$ cat config.mk
export PLATFORM = sky130hd
export DESIGN_NAME = port_dir_pull_clock_out
export DESIGN_NICKNAME = d
export VERILOG_FILES = /design/src/shared/port_pull_pkg.sv /design/src/clock_out_divider.sv /design/src/port_dir_pull_clock_out.sv
export VERILOG_INCLUDE_DIRS = /design/src /design/src/shared
export SDC_FILE = /design/constraint.sdc
export NUM_CORES = 1
export LEC_CHECK = 0
export BUFFER_PORTS_ARGS = -buffer_cell sky130_fd_sc_hd__buf_2
export CORE_ASPECT_RATIO = 1.4
export CORE_MARGIN = 1
export CORE_UTILIZATION = 35
export CTS_CLUSTER_SIZE = 12
export DETAILED_ROUTE_END_ITERATION = 6
export GPL_TIMING_DRIVEN = 0
export PLACE_DENSITY = 0.57
export SKIP_CTS_REPAIR_TIMING = 1
export SLEW_MARGIN = 10
export SYNTH_ARGS = -nofsm -noshare
export SYNTH_HDL_FRONTEND = slang
export SYNTH_SLANG_ARGS = --single-unit
$ cat constraint.sdc
create_clock -name core_clk -period 1.7 [get_ports core_clk]
set_input_delay 0.34 -clock core_clk [delete_from_list [all_inputs] [get_ports core_clk]]
set_output_delay 0.34 -clock core_clk [all_outputs]
set_load 0.03 [all_outputs]
$ cat src/shared/port_pull_defs.svh
// Constants for the port direction, pull and clock output block.
// Assumes a byte-wide register port with a 10-bit address.
`ifndef PORT_PULL_DEFS_SVH
`define PORT_PULL_DEFS_SVH

// ----------------------------------------------------------------
// Register map
// ----------------------------------------------------------------
`define ADDR_W           10
`define SECOND_DATA_OFS  10'h001
`define SECOND_DIR_OFS   10'h003
`define PULL_CTRL_OFS    10'h00c
`define CLK_CTRL_OFS     10'h00d

// ----------------------------------------------------------------
// Reset values and write masks
// ----------------------------------------------------------------
`define BYTE_ZERO        8'h00
`define PULL_WR_MASK     8'h03
`define CLK_CTRL_MASK    8'hbf

// ----------------------------------------------------------------
// Field positions
// ----------------------------------------------------------------
`define DEBUG_PULLUP_BIT 6
`define SECOND_PD_BIT    1
`define FIRST_PD_BIT     0
`define CLK_DISABLE_BIT  7
`define EXTRA_SIXTEEN_DIVIDER_ENABLE_BIT        5
`define DIV_MSB          4
`define DIV_LSB          0

// ----------------------------------------------------------------
// Divider sizes
// ----------------------------------------------------------------
`define DIV_W            5
`define SIXTEEN_W        4
`define SIXTEEN_HALF     3

`endif

$ cat src/shared/port_pull_pkg.sv
// Types shared by the port direction, pull and clock output block.
// Assumes the constants header is included by each design file.
package port_pull_pkg;

  // ----------------------------------------------------------------
  // Register selection
  // ----------------------------------------------------------------
  typedef enum logic [2:0] {
    SEL_NONE,
    SEL_DATA,
    SEL_DIR,
    SEL_PULL,
    SEL_CLK
  } regSel_t;

  // Byte of register data
  typedef logic [7:0] byte_t;

endpackage : port_pull_pkg

$ cat src/clock_out_divider.sv
// Free-running clock output generator with two divider stages.
// Assumes one bus clock and a synchronous active-low reset.
`timescale 1ns/1ps
`include "port_pull_defs.svh"

module clock_out_divider
  import port_pull_pkg::*;
(
  // Clock and reset
  input  wire logic                core_clk,
  input  wire logic                rst_n,
  // Control from the register file
  input  wire logic [`DIV_W-1:0]   divField,
  input  wire logic                div16En,
  input  wire logic                outEnable,
  // Pad side, all registered
  output logic                     clkOut,
  output logic                     clkOutOe,
  output logic                     clkOutBypass
);

  // ----------------------------------------------------------------
  // Stage counters
  // ----------------------------------------------------------------
  logic [`DIV_W-1:0]     divCnt_q;     // First stage position
  logic [`DIV_W-1:0]     divCnt_d;
  logic [`SIXTEEN_W-1:0] sixteen_q;    // Second stage position
  logic [`SIXTEEN_W-1:0] sixteen_d;
  logic                  tick;         // End of one first-stage period
  logic                  halfHigh;     // High part of first stage
  logic [`DIV_W:0]       highLen;      // Cycles high per period
  logic                  phase_d;
  logic                  bypass_d;

  // ----------------------------------------------------------------
  // Next-state decode
  // ----------------------------------------------------------------
  // divide by field plus one
  // Compare with >= so a lowered field recovers at once
  assign tick     = divCnt_q >= divField;
  assign divCnt_d = tick ? '0 : divCnt_q + 1'b1;
  // High for the larger half when the period is odd
  assign highLen  = 6'((({1'b0, divField} + 6'h02)) >> 1);
  assign halfHigh = {1'b0, divCnt_q} < highLen;
  // sixteen stage after divider
  assign sixteen_d = tick ? sixteen_q + 1'b1 : sixteen_q;
  // disable holds pin low
  assign phase_d  = !outEnable ? 1'b0 :
                    div16En ? !sixteen_q[`SIXTEEN_HALF] : halfHigh;
  // Undivided rate cannot come from a flop; the pad muxes the clock
  assign bypass_d = outEnable && !div16En && (divField == '0);

  // ----------------------------------------------------------------
  // Registers
  // ----------------------------------------------------------------
  // Counters run free, even while the pin is disabled
  always_ff @(posedge core_clk) begin
    if (!rst_n) begin
      divCnt_q     <= '0;
      sixteen_q    <= '0;
      clkOut       <= 1'b0;
      clkOutOe     <= 1'b0;
      clkOutBypass <= 1'b0;
    end else begin
      divCnt_q     <= divCnt_d;
      sixteen_q    <= sixteen_d;
      clkOut       <= phase_d;
      clkOutOe     <= outEnable;
      clkOutBypass <= bypass_d;
    end
  end
endmodule : clock_out_divider

$ cat src/port_dir_pull_clock_out.sv
// Second-port direction, port pull controls and clock output.
// Assumes a one-cycle register port on the bus clock and pads
// that resolve output enable, pulls and the clock bypass.
`timescale 1ns/1ps
`include "port_pull_defs.svh"

// Notes on behaviour
// direction bit one drives, zero receives
// enabled segment disables input and output
// data read may lag direction change
// direction register read/write, resets to zero
// reserved slots read zero, ignore writes
// debug pull-up writable only in special mode
// debug pin pull-up when input
// second port pull-downs on inputs
// first port pull-downs on inputs
// pulls never act on outputs
// clock output bit seven disables
// bit five adds divide by sixteen
// divider field plus one divides
// software avoids undivided fast clock
// data read: register if output, else pin
// pull and clock controls reset zero
module port_dir_pull_clock_out
  import port_pull_pkg::*;
(
  // Clock and reset
  input  wire logic                core_clk,
  input  wire logic                rst_n,
  // Register port
  input  wire logic [`ADDR_W-1:0]  regAddr,
  input  wire logic [7:0]          regWrData,
  input  wire logic                regWr,
  input  wire logic                regRd,
  output logic      [7:0]          regRdData,
  // Mode and neighbouring logic
  input  wire logic                specialSingleChip,
  input  wire logic [7:0]          firstPortDir,
  input  wire logic [7:0]          firstPortSeg,
  input  wire logic [7:0]          secondPortSeg,
  input  wire logic                debugPinIsInput,
  // Second port pads
  input  wire logic [7:0]          secondPortPin,
  output logic      [7:0]          secondPortOut,
  output logic      [7:0]          secondPortOe,
  output logic      [7:0]          secondPortInEn,
  output logic      [7:0]          secondPortPullDown,
  // First port and debug pin pull controls
  output logic      [7:0]          firstPortPullDown,
  output logic                     debugPinPullUp,
  // Clock output pad
  output logic                     clkOut,
  output logic                     clkOutOe,
  output logic                     clkOutBypass
);

  // ----------------------------------------------------------------
  // Helper functions
  // ----------------------------------------------------------------
  // Pins that act as inputs: not driven and no segment on them
  function automatic byte_t pinIsInput(byte_t dir, byte_t seg);
    pinIsInput = ~dir & ~seg;
  endfunction : pinIsInput

  // Pull devices only where the pin is an input
  function automatic byte_t pullMask(logic en, byte_t dir,
                                     byte_t seg);
    pullMask = en ? pinIsInput(dir, seg) : `BYTE_ZERO;
  endfunction : pullMask

  // ----------------------------------------------------------------
  // Storage
  // ----------------------------------------------------------------
  byte_t   secondPortData_q;   // Second port output data
  byte_t   secondPortDir_q;    // Second port direction bits
  byte_t   pullControl_q;      // Pull enables
  byte_t   clkOutControl_q;    // Clock output control
  byte_t   pinMeta_q;          // First synchroniser stage
  byte_t   pinSync_q;          // Second synchroniser stage

  // ----------------------------------------------------------------
  // Address decode
  // ----------------------------------------------------------------
  regSel_t regSel;             // Which register the address hits
  logic    wrData;
  logic    wrDir;
  logic    wrPull;
  logic    wrClk;

  // unmapped slots select nothing
  assign regSel = (regAddr == `SECOND_DATA_OFS) ? SEL_DATA :
                  (regAddr == `SECOND_DIR_OFS)  ? SEL_DIR  :
                  (regAddr == `PULL_CTRL_OFS)   ? SEL_PULL :
                  (regAddr == `CLK_CTRL_OFS)    ? SEL_CLK  :
                                                  SEL_NONE;

  assign wrData = regWr && (regSel == SEL_DATA);
  assign wrDir  = regWr && (regSel == SEL_DIR);
  assign wrPull = regWr && (regSel == SEL_PULL);
  assign wrClk  = regWr && (regSel == SEL_CLK);

  // ----------------------------------------------------------------
  // Write data shaping
  // ----------------------------------------------------------------
  byte_t   pullWrite;          // Pull value after the mode guard
  byte_t   clkWrite;           // Clock control, unused bit cleared
  logic    debugPullNext;      // Debug pull-up bit to store

  // debug pull-up bit only in special mode
  assign debugPullNext = specialSingleChip ?
                         regWrData[`DEBUG_PULLUP_BIT] :
                         pullControl_q[`DEBUG_PULLUP_BIT];

  always_comb begin
    pullWrite = regWrData & `PULL_WR_MASK;
    pullWrite[`DEBUG_PULLUP_BIT] = debugPullNext;
  end

  assign clkWrite = regWrData & `CLK_CTRL_MASK;

  // ----------------------------------------------------------------
  // Read data selection
  // ----------------------------------------------------------------
  byte_t   dataView;           // Port data as software sees it
  byte_t   readMux;            // Value for the selected register

  // outputs read the register, inputs read the pin
  // pin path is two flops behind, so reads lag
  assign dataView = (secondPortDir_q & secondPortData_q) |
                    (~secondPortDir_q & pinSync_q);

  assign readMux = (regSel == SEL_DATA) ? dataView        :
                   (regSel == SEL_DIR)  ? secondPortDir_q :
                   (regSel == SEL_PULL) ? pullControl_q   :
                   (regSel == SEL_CLK)  ? clkOutControl_q :
                                          `BYTE_ZERO;

  // ----------------------------------------------------------------
  // Pad decode
  // ----------------------------------------------------------------
  byte_t   outEnNext;          // Drive enables before the flop
  byte_t   inEnNext;           // Input buffer enables
  byte_t   secondPullNext;     // Second port pull-downs
  byte_t   firstPullNext;      // First port pull-downs
  logic    debugPullUpNext;    // Debug pin pull-up

  // direction bit one drives the pin
  // segment forces both buffers off
  assign outEnNext = secondPortDir_q & ~secondPortSeg;
  assign inEnNext  = ~secondPortSeg;

  // second port pull-downs on inputs
  // mask drops pins that drive
  assign secondPullNext = pullMask(pullControl_q[`SECOND_PD_BIT],
                                   secondPortDir_q, secondPortSeg);

  // first port pull-downs on inputs
  assign firstPullNext = pullMask(pullControl_q[`FIRST_PD_BIT],
                                  firstPortDir, firstPortSeg);

  // debug pull-up only while an input
  assign debugPullUpNext = pullControl_q[`DEBUG_PULLUP_BIT] &&
                           debugPinIsInput;

  // ----------------------------------------------------------------
  // Register file
  // ----------------------------------------------------------------
  // direction resets to all inputs
  // pull and clock controls reset zero
  always_ff @(posedge core_clk) begin
    if (!rst_n) begin
      secondPortData_q <= `BYTE_ZERO;
      secondPortDir_q  <= `BYTE_ZERO;
      pullControl_q    <= `BYTE_ZERO;
      clkOutControl_q  <= `BYTE_ZERO;
    end else begin
      if (wrData) begin
        secondPortData_q <= regWrData;
      end
      if (wrDir) begin
        secondPortDir_q <= regWrData;
      end
      if (wrPull) begin
        pullControl_q <= pullWrite;
      end
      if (wrClk) begin
        clkOutControl_q <= clkWrite;
      end
    end
  end

  // Read data stands only in the cycle after the strobe
  always_ff @(posedge core_clk) begin
    if (!rst_n) begin
      regRdData <= `BYTE_ZERO;
    end else begin
      regRdData <= regRd ? readMux : `BYTE_ZERO;
    end
  end

  // ----------------------------------------------------------------
  // Pin synchroniser
  // ----------------------------------------------------------------
  // Pins are asynchronous; only the second stage is read
  always_ff @(posedge core_clk) begin
    if (!rst_n) begin
      pinMeta_q <= `BYTE_ZERO;
      pinSync_q <= `BYTE_ZERO;
    end else begin
      pinMeta_q <= secondPortPin;
      pinSync_q <= pinMeta_q;
    end
  end

  // ----------------------------------------------------------------
  // Pad registers
  // ----------------------------------------------------------------
  // Registered so the pads see no decode glitches
  always_ff @(posedge core_clk) begin
    if (!rst_n) begin
      secondPortOut      <= `BYTE_ZERO;
      secondPortOe       <= `BYTE_ZERO;
      secondPortInEn     <= `BYTE_ZERO;
      secondPortPullDown <= `BYTE_ZERO;
      firstPortPullDown  <= `BYTE_ZERO;
      debugPinPullUp     <= 1'b0;
    end else begin
      secondPortOut      <= secondPortData_q;
      secondPortOe       <= outEnNext;
      secondPortInEn     <= inEnNext;
      secondPortPullDown <= secondPullNext;
      firstPortPullDown  <= firstPullNext;
      debugPinPullUp     <= debugPullUpNext;
    end
  end

  // ----------------------------------------------------------------
  // Clock output
  // ----------------------------------------------------------------
  // bit seven low enables the pin
  // at this bus rate undivided output is safe
  clock_out_divider clock_out_divider_inst (
    .core_clk     (core_clk),
    .rst_n        (rst_n),
    .divField     (clkOutControl_q[`DIV_MSB:`DIV_LSB]),
    .div16En      (clkOutControl_q[`EXTRA_SIXTEEN_DIVIDER_ENABLE_BIT]),
    .outEnable    (!clkOutControl_q[`CLK_DISABLE_BIT]),
    .clkOut       (clkOut),
    .clkOutOe     (clkOutOe),
    .clkOutBypass (clkOutBypass)
  );
endmodule : port_dir_pull_clock_out

* Word-level counts from Yosys, hierarchy flattened *
Index checks and enable logic that the tools add are counted.

storage, ports and cells
  output and inout bits = 52
  input port bits = 56
  logic and storage cells = 69
  flip-flop bits (word level) = 103

cells by class
  bitwise gates (word level) = 11
  equal/unequal tests = 8
  $lt $le $gt $ge = 2
  reduce and logical (&&, ||, !) cells = 17
  muxes and demuxes = 9
  add/subtract/negate cells = 3

operators by type and width
  operator                                                          count
  8-bit bitwise AND                                                 5
  8-bit two-way mux                                                 4
  8-bit inverter                                                    4
  10-bit by 4-bit == test with 1-bit output, second input constant  2
  3-bit two-way mux                                                 4
  10-bit by 1-bit == test with 1-bit output, second input constant  1
  10-bit by 2-bit == test with 1-bit output, second input constant  1
  8-bit bitwise OR                                                  1
  2-bit AND reduction                                               4
  1-bit logical AND                                                 7
  5-bit by 2-bit adder with 6-bit output, second input constant     1
  3-bit by 2-bit == test with 1-bit output, second input constant   2
  5-bit by 1-bit adder with 5-bit output, second input constant     1
  5-bit >= comparator                                               1
  5-bit logical NOT                                                 1
  5-bit < comparator                                                1
  4-bit by 1-bit adder with 4-bit output, second input constant     1
  2-bit OR reduction                                                2
  3-bit by 1-bit == test with 1-bit output, second input constant   1
  3-bit == test, second input constant                              1
  1-bit logical NOT                                                 3
  1-bit two-way mux                                                 1
  1-bit inverter                                                    1

* Logic depth before layout (Yosys ltp) *
Gate-level depths: netlist of the first run.

  depth in word-level cells = 10
  mapped depth = 8
  mapped depth without buffers = 7

* By module *
Synthesis of the first run repeated with hierarchy kept, for this count alone.

unflattened totals
  cell total of the unflattened synthesis = 372
  area total of the unflattened synthesis = 3908.7 um^2

by module, submodules not included
  module                   cells each  seq. area each (um^2)  times used  area an instance (um^2)
  port_dir_pull_clock_out  278         1821.7                 1           3095.5
  clock_out_divider        94          240.2                  1           813.3

* Least setup slack after synthesis of the first run *
No wires, ideal clock.

  path type = input port to flip-flop
  start point = input port regAddr[9]
  end point = register clkOutControl_q[3]
  setup time = 0.116 ns
  data required time = 1.584 ns
  setup slack = -0.038 ns
  stages = 5
  data arrival time = 1.622 ns
  cells stage by stage = or4_4 or3_1 buf_6 mux2i_1 nor2b_1

on the way
  word-level cells in the longest chain between the ends = 7
  elaborated cells on any way between the ends = 10

ends and longest elaborated chain
  what                                                        RTL line                        RTL
  start: declaration                                          port_dir_pull_clock_out.sv:31   input wire logic [`ADDR_W-1:0] regAddr,
  10-bit by 4-bit == test with 1-bit output (no source line)  n/a
  3-bit two-way mux                                           port_dir_pull_clock_out.sv:94   (regAddr == `CLK_CTRL_OFS) ? SEL_CLK :
  3-bit two-way mux                                           port_dir_pull_clock_out.sv:93   (regAddr == `PULL_CTRL_OFS) ? SEL_PULL :
  3-bit two-way mux                                           port_dir_pull_clock_out.sv:92   (regAddr == `SECOND_DIR_OFS) ? SEL_DIR :
  3-bit two-way mux *                                         port_dir_pull_clock_out.sv:91   assign regSel = (regAddr == `SECOND_DATA_OFS) ? SEL_DATA :
  3-bit == test *                                             port_dir_pull_clock_out.sv:100  assign wrClk = regWr && (regSel == SEL_CLK);
  1-bit logical AND *                                         port_dir_pull_clock_out.sv:100
  end signal: assignment                                      port_dir_pull_clock_out.sv:175  clkOutControl_q <= `BYTE_ZERO;
  end signal: assignment                                      port_dir_pull_clock_out.sv:187  clkOutControl_q <= clkWrite;
  end: declaration                                            port_dir_pull_clock_out.sv:77   byte_t clkOutControl_q;

Every way passes the cells marked *; elsewhere a longest branch is shown, timed or not.
A chain may end at the register's enable or synchronous reset.

* Worst setup path in the final report of the first run *
  start point = register clkOutControl_q[2]
  end point = register clock_out_divider_inst.sixteen_q[0]

on the way
  word-level cells in the longest chain between the ends = 1

ends and longest elaborated chain
  what                    RTL line                 RTL
  5-bit >= comparator     clock_out_divider.sv:40  assign tick = divCnt_q >= divField;
  end signal: assignment  clock_out_divider.sv:66  sixteen_q <= sixteen_d;
  end: declaration        clock_out_divider.sv:27  logic [`SIXTEEN_W-1:0] sixteen_q;

No other way between the ends.

==> impl.org, run 1 <==
** Status
- Result of the run :: completed

** Synth
- Yosys cell types :: 40
- Share of synthesized area occupied by flip-flops and latches :: about 54%
- Post-synthesis cell area :: 0.00381 mm^2
- Synth top area share :: a little over half
- Mean Syn Cell Area :: around 10 um^2
- Net count after synthesis :: 439
- In this run, synthesis inferred 0 flip-flops with an integrated enable.
- Top cells by area, synth :: sky130_fd_sc_hd__dfxtp_1, sky130_fd_sc_hd__mux2i_1, sky130_fd_sc_hd__and2_1
- Fraction of synthesis flops using an asynchronous set or reset pin :: 0%
- In the synthesized netlist, the number of instances is 371.
- Yosys warning count :: 0
- After synthesis, the most frequently instantiated cells are sky130_fd_sc_hd__dfxtp_1, sky130_fd_sc_hd__and2_1, sky130_fd_sc_hd__nand2_1.
- Main flop type after synthesis :: sky130_fd_sc_hd__dfxtp_1
- In this run, synthesis produced a sequential element count of 103.
- In the post-synthesis netlist, the cell with the most instances is sky130_fd_sc_hd__dfxtp_1.
- Yosys top cell by area :: sky130_fd_sc_hd__dfxtp_1

** Placed design
- Total half-perimeter wirelength after legalization and detailed placement :: 6890 um
- Routability-driven placement congestion ratio :: 0.840
- Buffers placed on the I/O ports in this run total about 100.

** Floorplan
- Die width :: between 90 and 100 um
- Overall die area :: between 0.01 and 0.015 mm^2
- Floorplan row count :: 44
- DIE HEIGHT :: 125 um
- For this configuration, the core starts out at a cell density of a little over a third.
- The core region is 0.0105 mm^2.
- Pin placement for this block handled 108 I/O pins.

** Routing
- The detailed router placed between 2000 and 3000 vias in this run.
- The detail route stage leaves a number of antenna-violating nets equal to 0.
- After the first detailed-routing iteration, the DRC count stood at 142.
- The first detailed-routing pass ran for 4 iterations.
- Length of routed met2 wiring :: 4700 um
- Routed metal-1 wirelength :: 3740 um
- Dividing the detail-routed wire length by the instance count gives 14.3 um.
- Detailed routing placed a total of ~390 um of wire on met3.
- For this run, design rule violations remaining after detail routing come to 0.
- Highest Signal Layer :: met4
- Using the TritonRoute via totals, the vias-per-cell ratio works out to around 4.7.
- For this block, the routed nets add up to about 9000 um of wire.

** STA
- Hold Fails Final Rpt :: 0
- Final Cycle Share :: a little over nine tenths
- Rel. slew slack :: 54.9%
- Setup violations remaining at the end of the flow were counted as 0.
- Derived from the worst setup path, the maximum achievable clock frequency is 612 MHz.
- Time the final worst path needs with I/O delays and setup :: 1.63 ns
- Slew at the pin closest to its max-slew limit :: 0.676 ns
- On the final layout, the worst clock skew is ~0.0078 ns.
- Fin. max-slew vios :: 0
- Summed negative setup slack over all endpoints :: 0 ns

** Worst hold path
- In this run the worst hold path is classified as in -> reg.

** CTS
- Buffers inserted during clock tree synthesis total 9.
- The clock reaches the later pin of the worst-skew pair after 0.34 ns.
- CTS clock-pin slew for the worst setup and hold paths :: 0.07 ns
- The H-tree generated during clock tree synthesis spans 3 levels.
- In this run the deepest clock path goes through 2 buffers.
- CTS placed an instance of sky130_fd_sc_hd__clkbuf_16 at the clock tree root.
- Counting every sink on the clock net gives a little over 100.
- TritonCTS built the clock tree.

** Worst setup path
- The critical path is of the reg -> reg type.
- In this design, the stage delay of the slowest critical-path cell is approximately 0.38 ns.
- At the worst endpoint, the required time is 1.98 ns.
- For the worst setup path, the data arrival time is between 1.5 and 2 ns.
- Among all stages on the critical path, the largest delay is contributed by sky130_fd_sc_hd__dfxtp_2.
- STA classifies the critical path endpoint as a flip-flop.
- Cell-by-cell listing of the critical path :: inv_1, ha_1, a21o_1, a31oi_4, o21a_1, mux2i_1
- Largest fanout on the critical path :: 6
- The worst setup path is launched from a flip-flop.

** Run
- Max-cap violations in this run came to 0.

** Power and ir drop
- Power per cell area :: 939 mW/mm^2
- Leak pwr :: 2.18 nW
- Total chip power :: 4.51 mW
- VDD sags by at most 0.000514 V.

** Final layout
- Number of diodes added for antenna fixing :: 0
- For this run, the post-layout net count is between 500 and 600.
- Share of cells above drive strength 1 :: between 20% and 30%
- Area growth from synthesis to layout :: 26.0%

** Global route
- GRT Resource Usage Total :: 16.2%
- First-pass GRT wire length :: approximately 14000 um
- Global-route congestion overflow total :: 0
- The number of antenna violations at the first check in global routing is 0.
- Entering global routing, the biggest net connects 15 pins.
- The via count of the first global-routing pass came to ~2800.
-- power breakdown --
group,switching (mW),internal (mW)
logic,0.143,0.101
registers,0.0121,2.45
clock network,0.796,1.00
total,0.951,3.55
-- path summary, 6_finish.rpt --
check | start | endpoint | slack [ns] | cells after the start
worst max register to register | clkOutControl_q[2]$_SDFFE_PN0P_ | clock_out_divider_inst.sixteen_q[0]$_SDFFE_PN0P_ | 0.07 | 6
worst max-delay path | clkOutControl_q[2]$_SDFFE_PN0P_ | clock_out_divider_inst.sixteen_q[0]$_SDFFE_PN0P_ | 0.07 | 6
worst min register to register | pinMeta_q[7]$_SDFF_PN0_ | pinSync_q[7]$_SDFF_PN0_ | 0.43 | 1
worst min-delay path | firstPortDir[7] | firstPortPullDown[7]$_SDFF_PN0_ | 0.16 | 2
-- kinds of logic after synthesis --
kind of cell / after synthesis / share of synthesized area, %
adders and majority gates: 12 / 3.94
and+or+nand+nor: 156 / 23.9
xor gates and xnor gates: 5 / 1.15
muxes: 30 / 7.89
AOI/OAI and AO/OA: 41 / 6.38
DFF: 103 / 54.2
buffers and inverters: 24 / 2.60
-- sequential cells by signal, indices dropped and copies added (netlist names), 3 cells and up --
| signal | flops |
|---|---|
| clkOutControl_q | 7 |
| clock_out_divider_inst.divCnt_q | 5 |
| clock_out_divider_inst.sixteen_q | 4 |
| firstPortPullDown | 8 |
| pinMeta_q | 8 |
| pinSync_q | 8 |
| pullControl_q | 3 |
| regRdData | 8 |
| secondPortData_q | 8 |
| secondPortDir_q | 8 |
| secondPortInEn | 8 |
| secondPortOe | 8 |
| secondPortOut | 8 |
| secondPortPullDown | 8 |
-- layer usage --
metal  track usage [%]  vias up
met1              18.1     1366
met3              3.77       12
met2              29.0       75
li1                  -     1504
met4              7.59        0
met5                 0        -
-- critical path: cells and delay by family (launching register included) --
family / cells / cell delay [ns]
mux: 1 / 0.19
fa+ha+maj: 1 / 0.34
compound gates: 3 / 0.61
flops: 1 / 0.38
buf+inv: 1 / 0.06
-- stage by stage --
stage | utilization, % | hold slack, ns | cells | worst slack [ns] | cell area (um^2)
global route | 45.8 | 0.141 | 627 | -0.0103 | 4800
detailed placement | 43.0 | 0.418 | 613 | -0.706 | 4500
CTS | 45.4 | 0.148 | 626 | -0.357 | 4750
finish | 45.8 | 0.155 | 627 | 0.0660 | 4800
global placement | 43.0 | 0.421 | 613 | -0.717 | 4500
floorplan | - | 0.412 | 371 | -0.0151 | 3810
-- area by class of cell --
class / instances / area, um^2
plain buffers: 12 / 53.8
clock buffers: 11 / 243
clock inverters: 2 / 10.0
fillers: 1011 / 5660
inverters: 11 / 41.3
multi-input cells: 244 / 1670
flip-flops and latches: 103 / 2070
well taps: 138 / 173
repair buffers: 106 / 536
-- placed cells by master (no fill, tap or decap), types with 2 or more instances in the layout --
cell and count:
sky130_fd_sc_hd__buf_2 105, sky130_fd_sc_hd__dfxtp_1 98, sky130_fd_sc_hd__nand2_1 34, sky130_fd_sc_hd__and2_1 34
sky130_fd_sc_hd__mux2i_1 30, sky130_fd_sc_hd__nor2b_1 27, sky130_fd_sc_hd__o21ai_0 21, sky130_fd_sc_hd__ha_1 12
sky130_fd_sc_hd__inv_1 11, sky130_fd_sc_hd__clkbuf_1 11, sky130_fd_sc_hd__nor2_1 10, sky130_fd_sc_hd__and3_1 9
sky130_fd_sc_hd__clkbuf_16 9, sky130_fd_sc_hd__nor3_1 8, sky130_fd_sc_hd__nand3_1 7, sky130_fd_sc_hd__and3b_1 6
sky130_fd_sc_hd__a21oi_1 5, sky130_fd_sc_hd__a221oi_1 5, sky130_fd_sc_hd__dfxtp_2 5, sky130_fd_sc_hd__nand2b_1 4
sky130_fd_sc_hd__xnor2_1 3, sky130_fd_sc_hd__a31oi_1 3, sky130_fd_sc_hd__nor4_2 2, sky130_fd_sc_hd__or3b_2 2
sky130_fd_sc_hd__nor4_1 2, sky130_fd_sc_hd__or3_1 2, sky130_fd_sc_hd__o22ai_1 2, sky130_fd_sc_hd__xor2_1 2
sky130_fd_sc_hd__clkinv_2 2, sky130_fd_sc_hd__buf_4 2
Note: power is estimated with default switching activity, not from simulation.
==> run 2, diff against run 1 <==
- MAX_ROUTING_LAYER: not set -> met4
==> impl.org, run 2 (synthesis gave the netlist of run 1 again) <==
** STA
- The worst hold slack was 0.156 ns (+0.000973 ns).
- Clock tree skew after final layout :: 0.00661 ns (-0.00114 ns)
- Rel. slew slack :: 56.5% (+1.6 points)
- Slew at the pin closest to its max-slew limit :: 0.652 ns (-0.0245 ns)
- The final worst-path setup slack is 0.0676 ns (+0.00159 ns).
- The portion of the clock cycle consumed by the worst path in the final layout is 96.0% (about the same).
- Fin. max-slew vios :: 0 (unchanged)
- Time the final worst path needs with I/O delays and setup :: 1.63 ns (-0.00159 ns)
- The setup-violating endpoint count in the final report was 0 (unchanged).
- The final count of hold timing violations was 0 (unchanged).
- The summed negative setup slack over all endpoints was 0 ns (unchanged).
- Maximum operating frequency :: 613 MHz (about the same)

** CTS
- Later-pin clock latency in the skew report :: 0.34 ns (about the same)
- Sink Count :: 103 (unchanged)
- CTS tree :: built
- The tree is rooted in a sky130_fd_sc_hd__clkbuf_16.
- Inserted Clock Buffers :: 9 (unchanged)
- The clock-pin slew of the registers on the worst-case setup and hold paths is 0.06 ns (about the same).
- Bufs on Longest Clock Path :: 2 (unchanged)
- The number of H-tree branching levels was 3 (unchanged).

** Worst setup path
- Required time of the critical path :: 1.97 ns (about the same)
- The signal arrival time at the worst endpoint was 1.91 ns (about the same).
- Critical R2R Launch :: clkOutControl_q[2]$_SDFFE_PN0P_
- Largest fanout on the critical path :: 6 (unchanged)
- The most critical setup path has its startpoint at clkOutControl_q[2]$_SDFFE_PN0P_.
- The critical path in this run is classified as reg -> reg.
- Type of element capturing the critical path :: flip-flop
- Type of element launching the critical path :: flip-flop

** Final layout
- The number of non-filler instances in the completed layout was 627 (unchanged).
- Number of diodes added for antenna fixing :: 0 (unchanged)
- Post-layout util :: 45.8% (unchanged)
- Total number of nets in the final design :: 555 (unchanged)
- Number of inserted filler cells in the final layout :: 1011 (unchanged)
- Leading cell type in the layout, fill and taps excluded :: sky130_fd_sc_hd__buf_2
- Area growth from synthesis to layout :: 26.0% (unchanged)
- The layout cell share with drive strength beyond 1 was 27.6% (unchanged).
- Final instance area :: 0.00480 mm^2 (unchanged)
- In the layout the commonest cells are sky130_fd_sc_hd__buf_2, sky130_fd_sc_hd__dfxtp_1, sky130_fd_sc_hd__nand2_1, sky130_fd_sc_hd__and2_1, sky130_fd_sc_hd__mux2i_1.

** Worst hold path
- In this run the worst hold path is classified as in -> reg.
- The startpoint identified for the worst hold timing path is firstPortDir[7].

** Placed design
- The post-place instance area came to 0.00450 mm^2 (unchanged).
- Dpl ws :: -0.706 ns (unchanged)
- Cells after DPL :: 613 (unchanged)
- Routability-driven placement congestion ratio :: 0.853 (+1.5%)
- Total half-perimeter wirelength after legalization and detailed placement :: 6890 um (unchanged)
- The count of input and output buffers is 104 (unchanged).

** Global route
- The aggregate global routing overflow came to 0 (unchanged).
- Antenna violations before repair :: 0 (unchanged)
- The total global routing track utilization came to 16.7% (+0.45 points).
- Via count of the first global-routing pass :: 2786 (+0.29%)
- The met1 usage was 18.2% (+0.076 points).
- The met3 track demand over resource came to 3.47% (-0.30 points).
- Busiest layer in global routing :: met2
- The met2 routing resource usage after global routing was 29.0% (unchanged).
- The maximum number of pins on one net before global-route repair came to 15 (unchanged).
- First-pass GRT wire length :: 14100 um (about the same)

** Run
- The number of maximum-capacitance constraint violations came to 0 (unchanged).

** Floorplan
- DIE HEIGHT :: 125 um (unchanged)
- The initial standard-cell utilization of the core was 36.4% (unchanged).
- The top-level I/O count was 108 (unchanged).
- Floorplan row count :: 44 (unchanged)
- Overall die area :: 0.0113 mm^2 (unchanged)
- Core Area :: 0.0105 mm^2 (unchanged)
- Die width :: 90.1 um (unchanged)

** Routing
- Mean routed wirelength per cell :: 14.3 um (about the same)
- The total routed wirelength was 8980 um (about the same).
- The number of detailed-routing iterations run before antenna repair was 4 (unchanged).
- The total number of vias is 2953 (-0.14%).
- The number of vias per cell was 4.71 (-0.14%).
- Number of nets with antenna violations after detailed routing :: 0 (unchanged)
- Remaining DRCs :: 0 (unchanged)
- Iteration-0 DRC Markers :: 128 (-9.9%)

** Power and ir drop
- The power density normalized to cell area was 939 mW/mm^2 (about the same).
- Leak pwr :: 2.18 nW (unchanged)
- The total power after layout is 4.50 mW (about the same).
- The worst IR drop on VDD was 0.000514 V (about the same).

** Status
- Result of the run :: completed
[run 2: layout make-up]
class | count | area (um^2) | area share (%)
timing repair buffer | 106 | 536 | 11.2
multi-input combinational | 244 | 1670 | 34.9
inverter | 11 | 41.3 | 0.861
sequential | 103 | 2070 | 43.1
tap | 138 | 173 | 3.60
buffer | 12 | 53.8 | 1.12
clock buffer | 11 | 243 | 5.06
clock inverter | 2 | 10.0 | 0.209
[run 2: worst max-delay path, cell delays in order (launching register included)]
cell and delay [ns]:
sky130_fd_sc_hd__dfxtp_2 0.38, sky130_fd_sc_hd__inv_1 0.06, sky130_fd_sc_hd__ha_1 0.34, sky130_fd_sc_hd__a21o_1 0.20, sky130_fd_sc_hd__a31oi_4 0.19, sky130_fd_sc_hd__o21a_1 0.21, sky130_fd_sc_hd__mux2i_1 0.19
[run 2: worst paths after layout]
kind                                                           end  slack [ns]  cells past startpoint
hold / removal                     firstPortPullDown[7]$_SDFF_PN0_        0.16                      2
setup / recovery  clock_out_divider_inst.sixteen_q[0]$_SDFFE_PN0P_        0.07                      6
hold reg to reg                            pinSync_q[7]$_SDFF_PN0_        0.43                      1
setup reg to reg  clock_out_divider_inst.sixteen_q[0]$_SDFFE_PN0P_        0.07                      6
[run 2: power by group]
part | switching [mW] | total (mW) | internal, mW
clock network | 0.793 | 1.80 | 1.00
registers | 0.0121 | 2.46 | 2.45
logic | 0.143 | 0.244 | 0.101
total | 0.948 | 4.50 | 3.55
[run 2: layer usage]
metal  share of wire [%]  up-vias
li1                    -     1506
met1                  42     1360
met2                  52       75
met3                 4.3       12
met4                 1.8        0
met5                   0        -
==> run 3, diff against run 2 <==
- PLACE_DENSITY: 0.57 -> 0.56
- SYNTH_HIERARCHICAL: not set -> 1
==> impl.org, run 3 <==
** Status
- Result of the run :: complete, but fails checks
- The checks that failed: negative setup slack.

** Global route
- GRT Resource Usage Total :: 16.9% (+0.18 points)
- The via count of the first global-routing pass came to 2886 (+3.6%).
- The first-pass GRT wire length was 14500 um (+3.1%).
- Pin count of the biggest net entering global routing :: 16 (+1)
- The number of antenna violations at the first check in global routing is 0 (unchanged).
- The aggregate global routing overflow came to 0 (unchanged).

** STA
- The setup-violating endpoint count in the final report was 1 (+1).
- Hold Fails Final Rpt :: 0 (unchanged)
- Fin. max-slew vios :: 0 (unchanged)
- Maximum operating frequency :: 585 MHz (-4.5%)
- The transition time at the pin with the least slew margin came to 0.640 ns (-0.0120 ns).
- Final Cycle Share :: 101% (+4.5 points)
- Setup repair after global routing missed its margin :: yes
- Time the final worst path needs with I/O delays and setup :: 1.71 ns (+0.0768 ns)
- The worst-case headroom to the max-slew limit was 57.0% (+0.48 points).
- Clock tree skew after final layout :: 0.00548 ns (-0.00114 ns)
- Setup slack of the critical path after layout :: -0.00928 ns (-0.0768 ns)
- Summed negative setup slack over all endpoints :: -0.00928 ns (-0.00928 ns)

** Worst setup path
- Required time of the critical path :: 1.98 ns (about the same)
- STA classifies the critical path endpoint as a flip-flop.
- Largest stage delay, worst path :: 0.49 ns (+0.11 ns)
- Number of buffer and inverter instances along the worst setup path :: 2 (+1)
- The signal arrival time at the worst endpoint was 1.99 ns (+0.08 ns).
- The worst setup path is launched from a flip-flop.
- Crit path max-delay family :: simple AND/OR/NAND/NOR gates
- The critical path goes through buf_4, inv_1, ha_4, a21o_1, a31oi_4, or4b_1, nand4_1.
- The maximum fanout encountered on the critical timing path came to 5 (-1).
- The critical path in this run is classified as reg -> reg.
- Cell with the biggest individual delay on the critical path :: sky130_fd_sc_hd__or4b_1

** Routing
- The number of detailed-routing iterations run before antenna repair was 4 (unchanged).
- DRT Wirelength :: 9660 um (+7.6%)
- Remaining DRCs :: 0 (unchanged)
- The residual antenna-violating net count after detailed routing is 0 (unchanged).
- Mean routed wirelength per cell :: 15.0 um (+4.7%)
- Drt via density :: 4.84 (+2.9%)
- The initial DRC count came to 90 (-30%).
- Vias after detailed routing :: 3120 (+5.7%)

** Final layout
- From synthesis to final layout, the design area changed by 30.8%.
- Number of inserted filler cells in the final layout :: 1053 (+4.2%)
- Leaving out fill and tap cells, the most frequent cell in the layout is sky130_fd_sc_hd__buf_2.
- The final instance area came to 0.00511 mm^2 (+6.6%).
- The layout net count is 567 (+2.2%).
- Share of cells above drive strength 1 :: 32.4% (+4.8 points)
- Highest-count cells in the layout ignoring fill and taps :: sky130_fd_sc_hd__buf_2, sky130_fd_sc_hd__dfxtp_1, sky130_fd_sc_hd__nand2_1
- The diode insertion count for antenna repair came to 0 (unchanged).

** Floorplan
- The cell row count was 45 (+2.3%).
- The chip height was 127 um (+1.3%).
- Number of primary I/O pins :: 108 (unchanged)
- Overall die area :: 0.0116 mm^2 (+2.6%)
- The initial standard-cell utilization of the core was 36.0% (-0.42 points).
- Die width :: 91.3 um (+1.3%)
- Core Area :: 0.0109 mm^2 (+3.9%)

** Synth
- The per-instance average area after synthesis is 10.5 um^2 (+2.4%).
- Post-synthesis cell area :: 0.00391 mm^2 (+2.7%)
- Summed over all instances, the cell type with the most area after synthesis is sky130_fd_sc_hd__dfxtp_1.
- The fraction of the yosys area taken by sequential cells was 52.8% (-1.4 points).
- Fraction of synthesis flops using an asynchronous set or reset pin :: 0% (unchanged)
- Most instantiated cells after synthesis :: sky130_fd_sc_hd__dfxtp_1, sky130_fd_sc_hd__nand2_1, sky130_fd_sc_hd__mux2i_1
- Number of flip-flops and latches in the synthesized netlist :: 103 (unchanged)
- The yosys synthesis warning count is 6 (+6).
- Most used standard cell by instance count after synthesis :: sky130_fd_sc_hd__dfxtp_1
- Synth Instances :: 372 (+0.27%)
- Yosys cell types :: 46 (+15%)
- Net count after synthesis :: 440 (+0.23%)
- The number of enable flip-flop cells after synthesis came to 0 (unchanged).
- For this run, the leading register cell type out of synthesis is sky130_fd_sc_hd__dfxtp_1.
- The area fraction of the dominant cell type after synthesis came to 52.8% (-1.4 points).
- Ranked by total cell area, the synthesized netlist is headed by sky130_fd_sc_hd__dfxtp_1, sky130_fd_sc_hd__mux2i_1, sky130_fd_sc_hd__and2_1.

** CTS
- The total clock buffers created by CTS is 9 (unchanged).
- The clock network latency to the later pin of the worst-skew pair was 0.34 ns (about the same).
- TritonCTS built the clock tree.
- Cell at the root of the clock tree :: sky130_fd_sc_hd__clkbuf_16
- The maximum buffer depth of the clock tree came to 2 (unchanged).
- Sink Count :: 103 (unchanged)
- CTS clock-pin slew for the worst setup and hold paths :: 0.07 ns (about the same)
- H-Tree Depth :: 3 (unchanged)

** Power and ir drop
- The total power after layout was 4.78 mW (+6.2%).
- Worst vdd rail ir drop :: 0.000519 V (+0.91%)
- Power per cell area :: 935 mW/mm^2 (-0.35%)
- The leakage power summed over all cells came to 2.46 nW (+13%).

** Placed design
- The routability congestion estimate from global placement is 0.831 (-2.7%).
- DP Area :: 0.00462 mm^2 (+2.7%)
- The count of input and output buffers came to 107 (+2.9%).
- The estimated wirelength of the detail-placed design is 6950 um (+0.88%).

** Run
- The number of maximum-capacitance constraint violations came to 0 (unchanged).

** Worst hold path
- Worst hold-check path type :: in -> reg
-- run 3: routing by layer --
layer  global-route usage [%]  routed length (um)  up-vias
li1                         -                   -     1550
met4                     6.16                 289        0
met2                     28.7                4900       87
met1                     19.8                4080     1463
met3                     3.21                 398       20
met5                        -                   0        -
-- run 3: path summary, 6_finish.rpt --
check	start	to	slack, ns	cells after the start
worst max-delay path	clkOutControl_q[2]$_SDFFE_PN0P_	clock_out_divider_inst/sixteen_q[0]$_SDFFE_PN0P_	-0.009	7
worst min-delay path	firstPortSeg[6]	firstPortPullDown[6]$_SDFF_PN0_	0.15	2
worst max register to register	clkOutControl_q[2]$_SDFFE_PN0P_	clock_out_divider_inst/sixteen_q[0]$_SDFFE_PN0P_	-0.009	7
worst min register to register	pinMeta_q[7]$_SDFF_PN0_	pinSync_q[7]$_SDFF_PN0_	0.43	1
-- run 3: cells by family (layout without fill, tap and decap cells) --
kind of cell | after synthesis | after routing | synth area share (%)
mux | 34 | 34 | 8.77
buf+inv | 27 | 157 | 2.69
xor+xnor | 5 | 5 | 1.12
simple gates | 165 | 165 | 25.7
fa+ha+maj | 12 | 12 | 3.84
compound gates | 26 | 27 | 5.15
flops | 103 | 103 | 52.8
-- run 3: worst reg2reg max path, stage by stage, from the launching register on --
cell	delay, ns
sky130_fd_sc_hd__dfxtp_4	0.37
sky130_fd_sc_hd__buf_4	0.12
sky130_fd_sc_hd__inv_1	0.05
sky130_fd_sc_hd__ha_4	0.28
sky130_fd_sc_hd__a21o_1	0.18
sky130_fd_sc_hd__a31oi_4	0.07
sky130_fd_sc_hd__or4b_1	0.49
sky130_fd_sc_hd__nand4_1	0.09
-- run 3: metrics by stage --
stage	worst slack, ns	instances	utilization (%)	hold slack (ns)
after floorplan	0.0393	372	-	0.412
after detailed placement	-0.267	620	42.5	0.417
after global routing	-0.104	644	47.0	0.144
after CTS	-0.178	635	45.3	0.140
after global placement	-0.231	620	42.5	0.417
final	-0.00928	644	47.0	0.152
-- run 3: area by class of cell --
cell class	count	area (um^2)	share of cell area, %
clock inverters	3	42.5	0.832
repair buffers	115	599	11.7
flip-flops and latches	103	2070	40.6
multi-input cells	243	1860	36.3
clock buffers	12	256	5.02
well taps	141	176	3.45
plain buffers	11	46.3	0.906
inverters	16	60.1	1.17
-- run 3: report_power, final --
| part | leakage [nW] | switching, mW | internal [mW] |
|---|---|---|---|
| Sequential | 0.840 | 0.0136 | 2.45 |
| Clock | 0.145 | 0.851 | 1.21 |
| Combinational | 1.48 | 0.156 | 0.104 |
| Total | 2.46 | 1.02 | 3.76 |
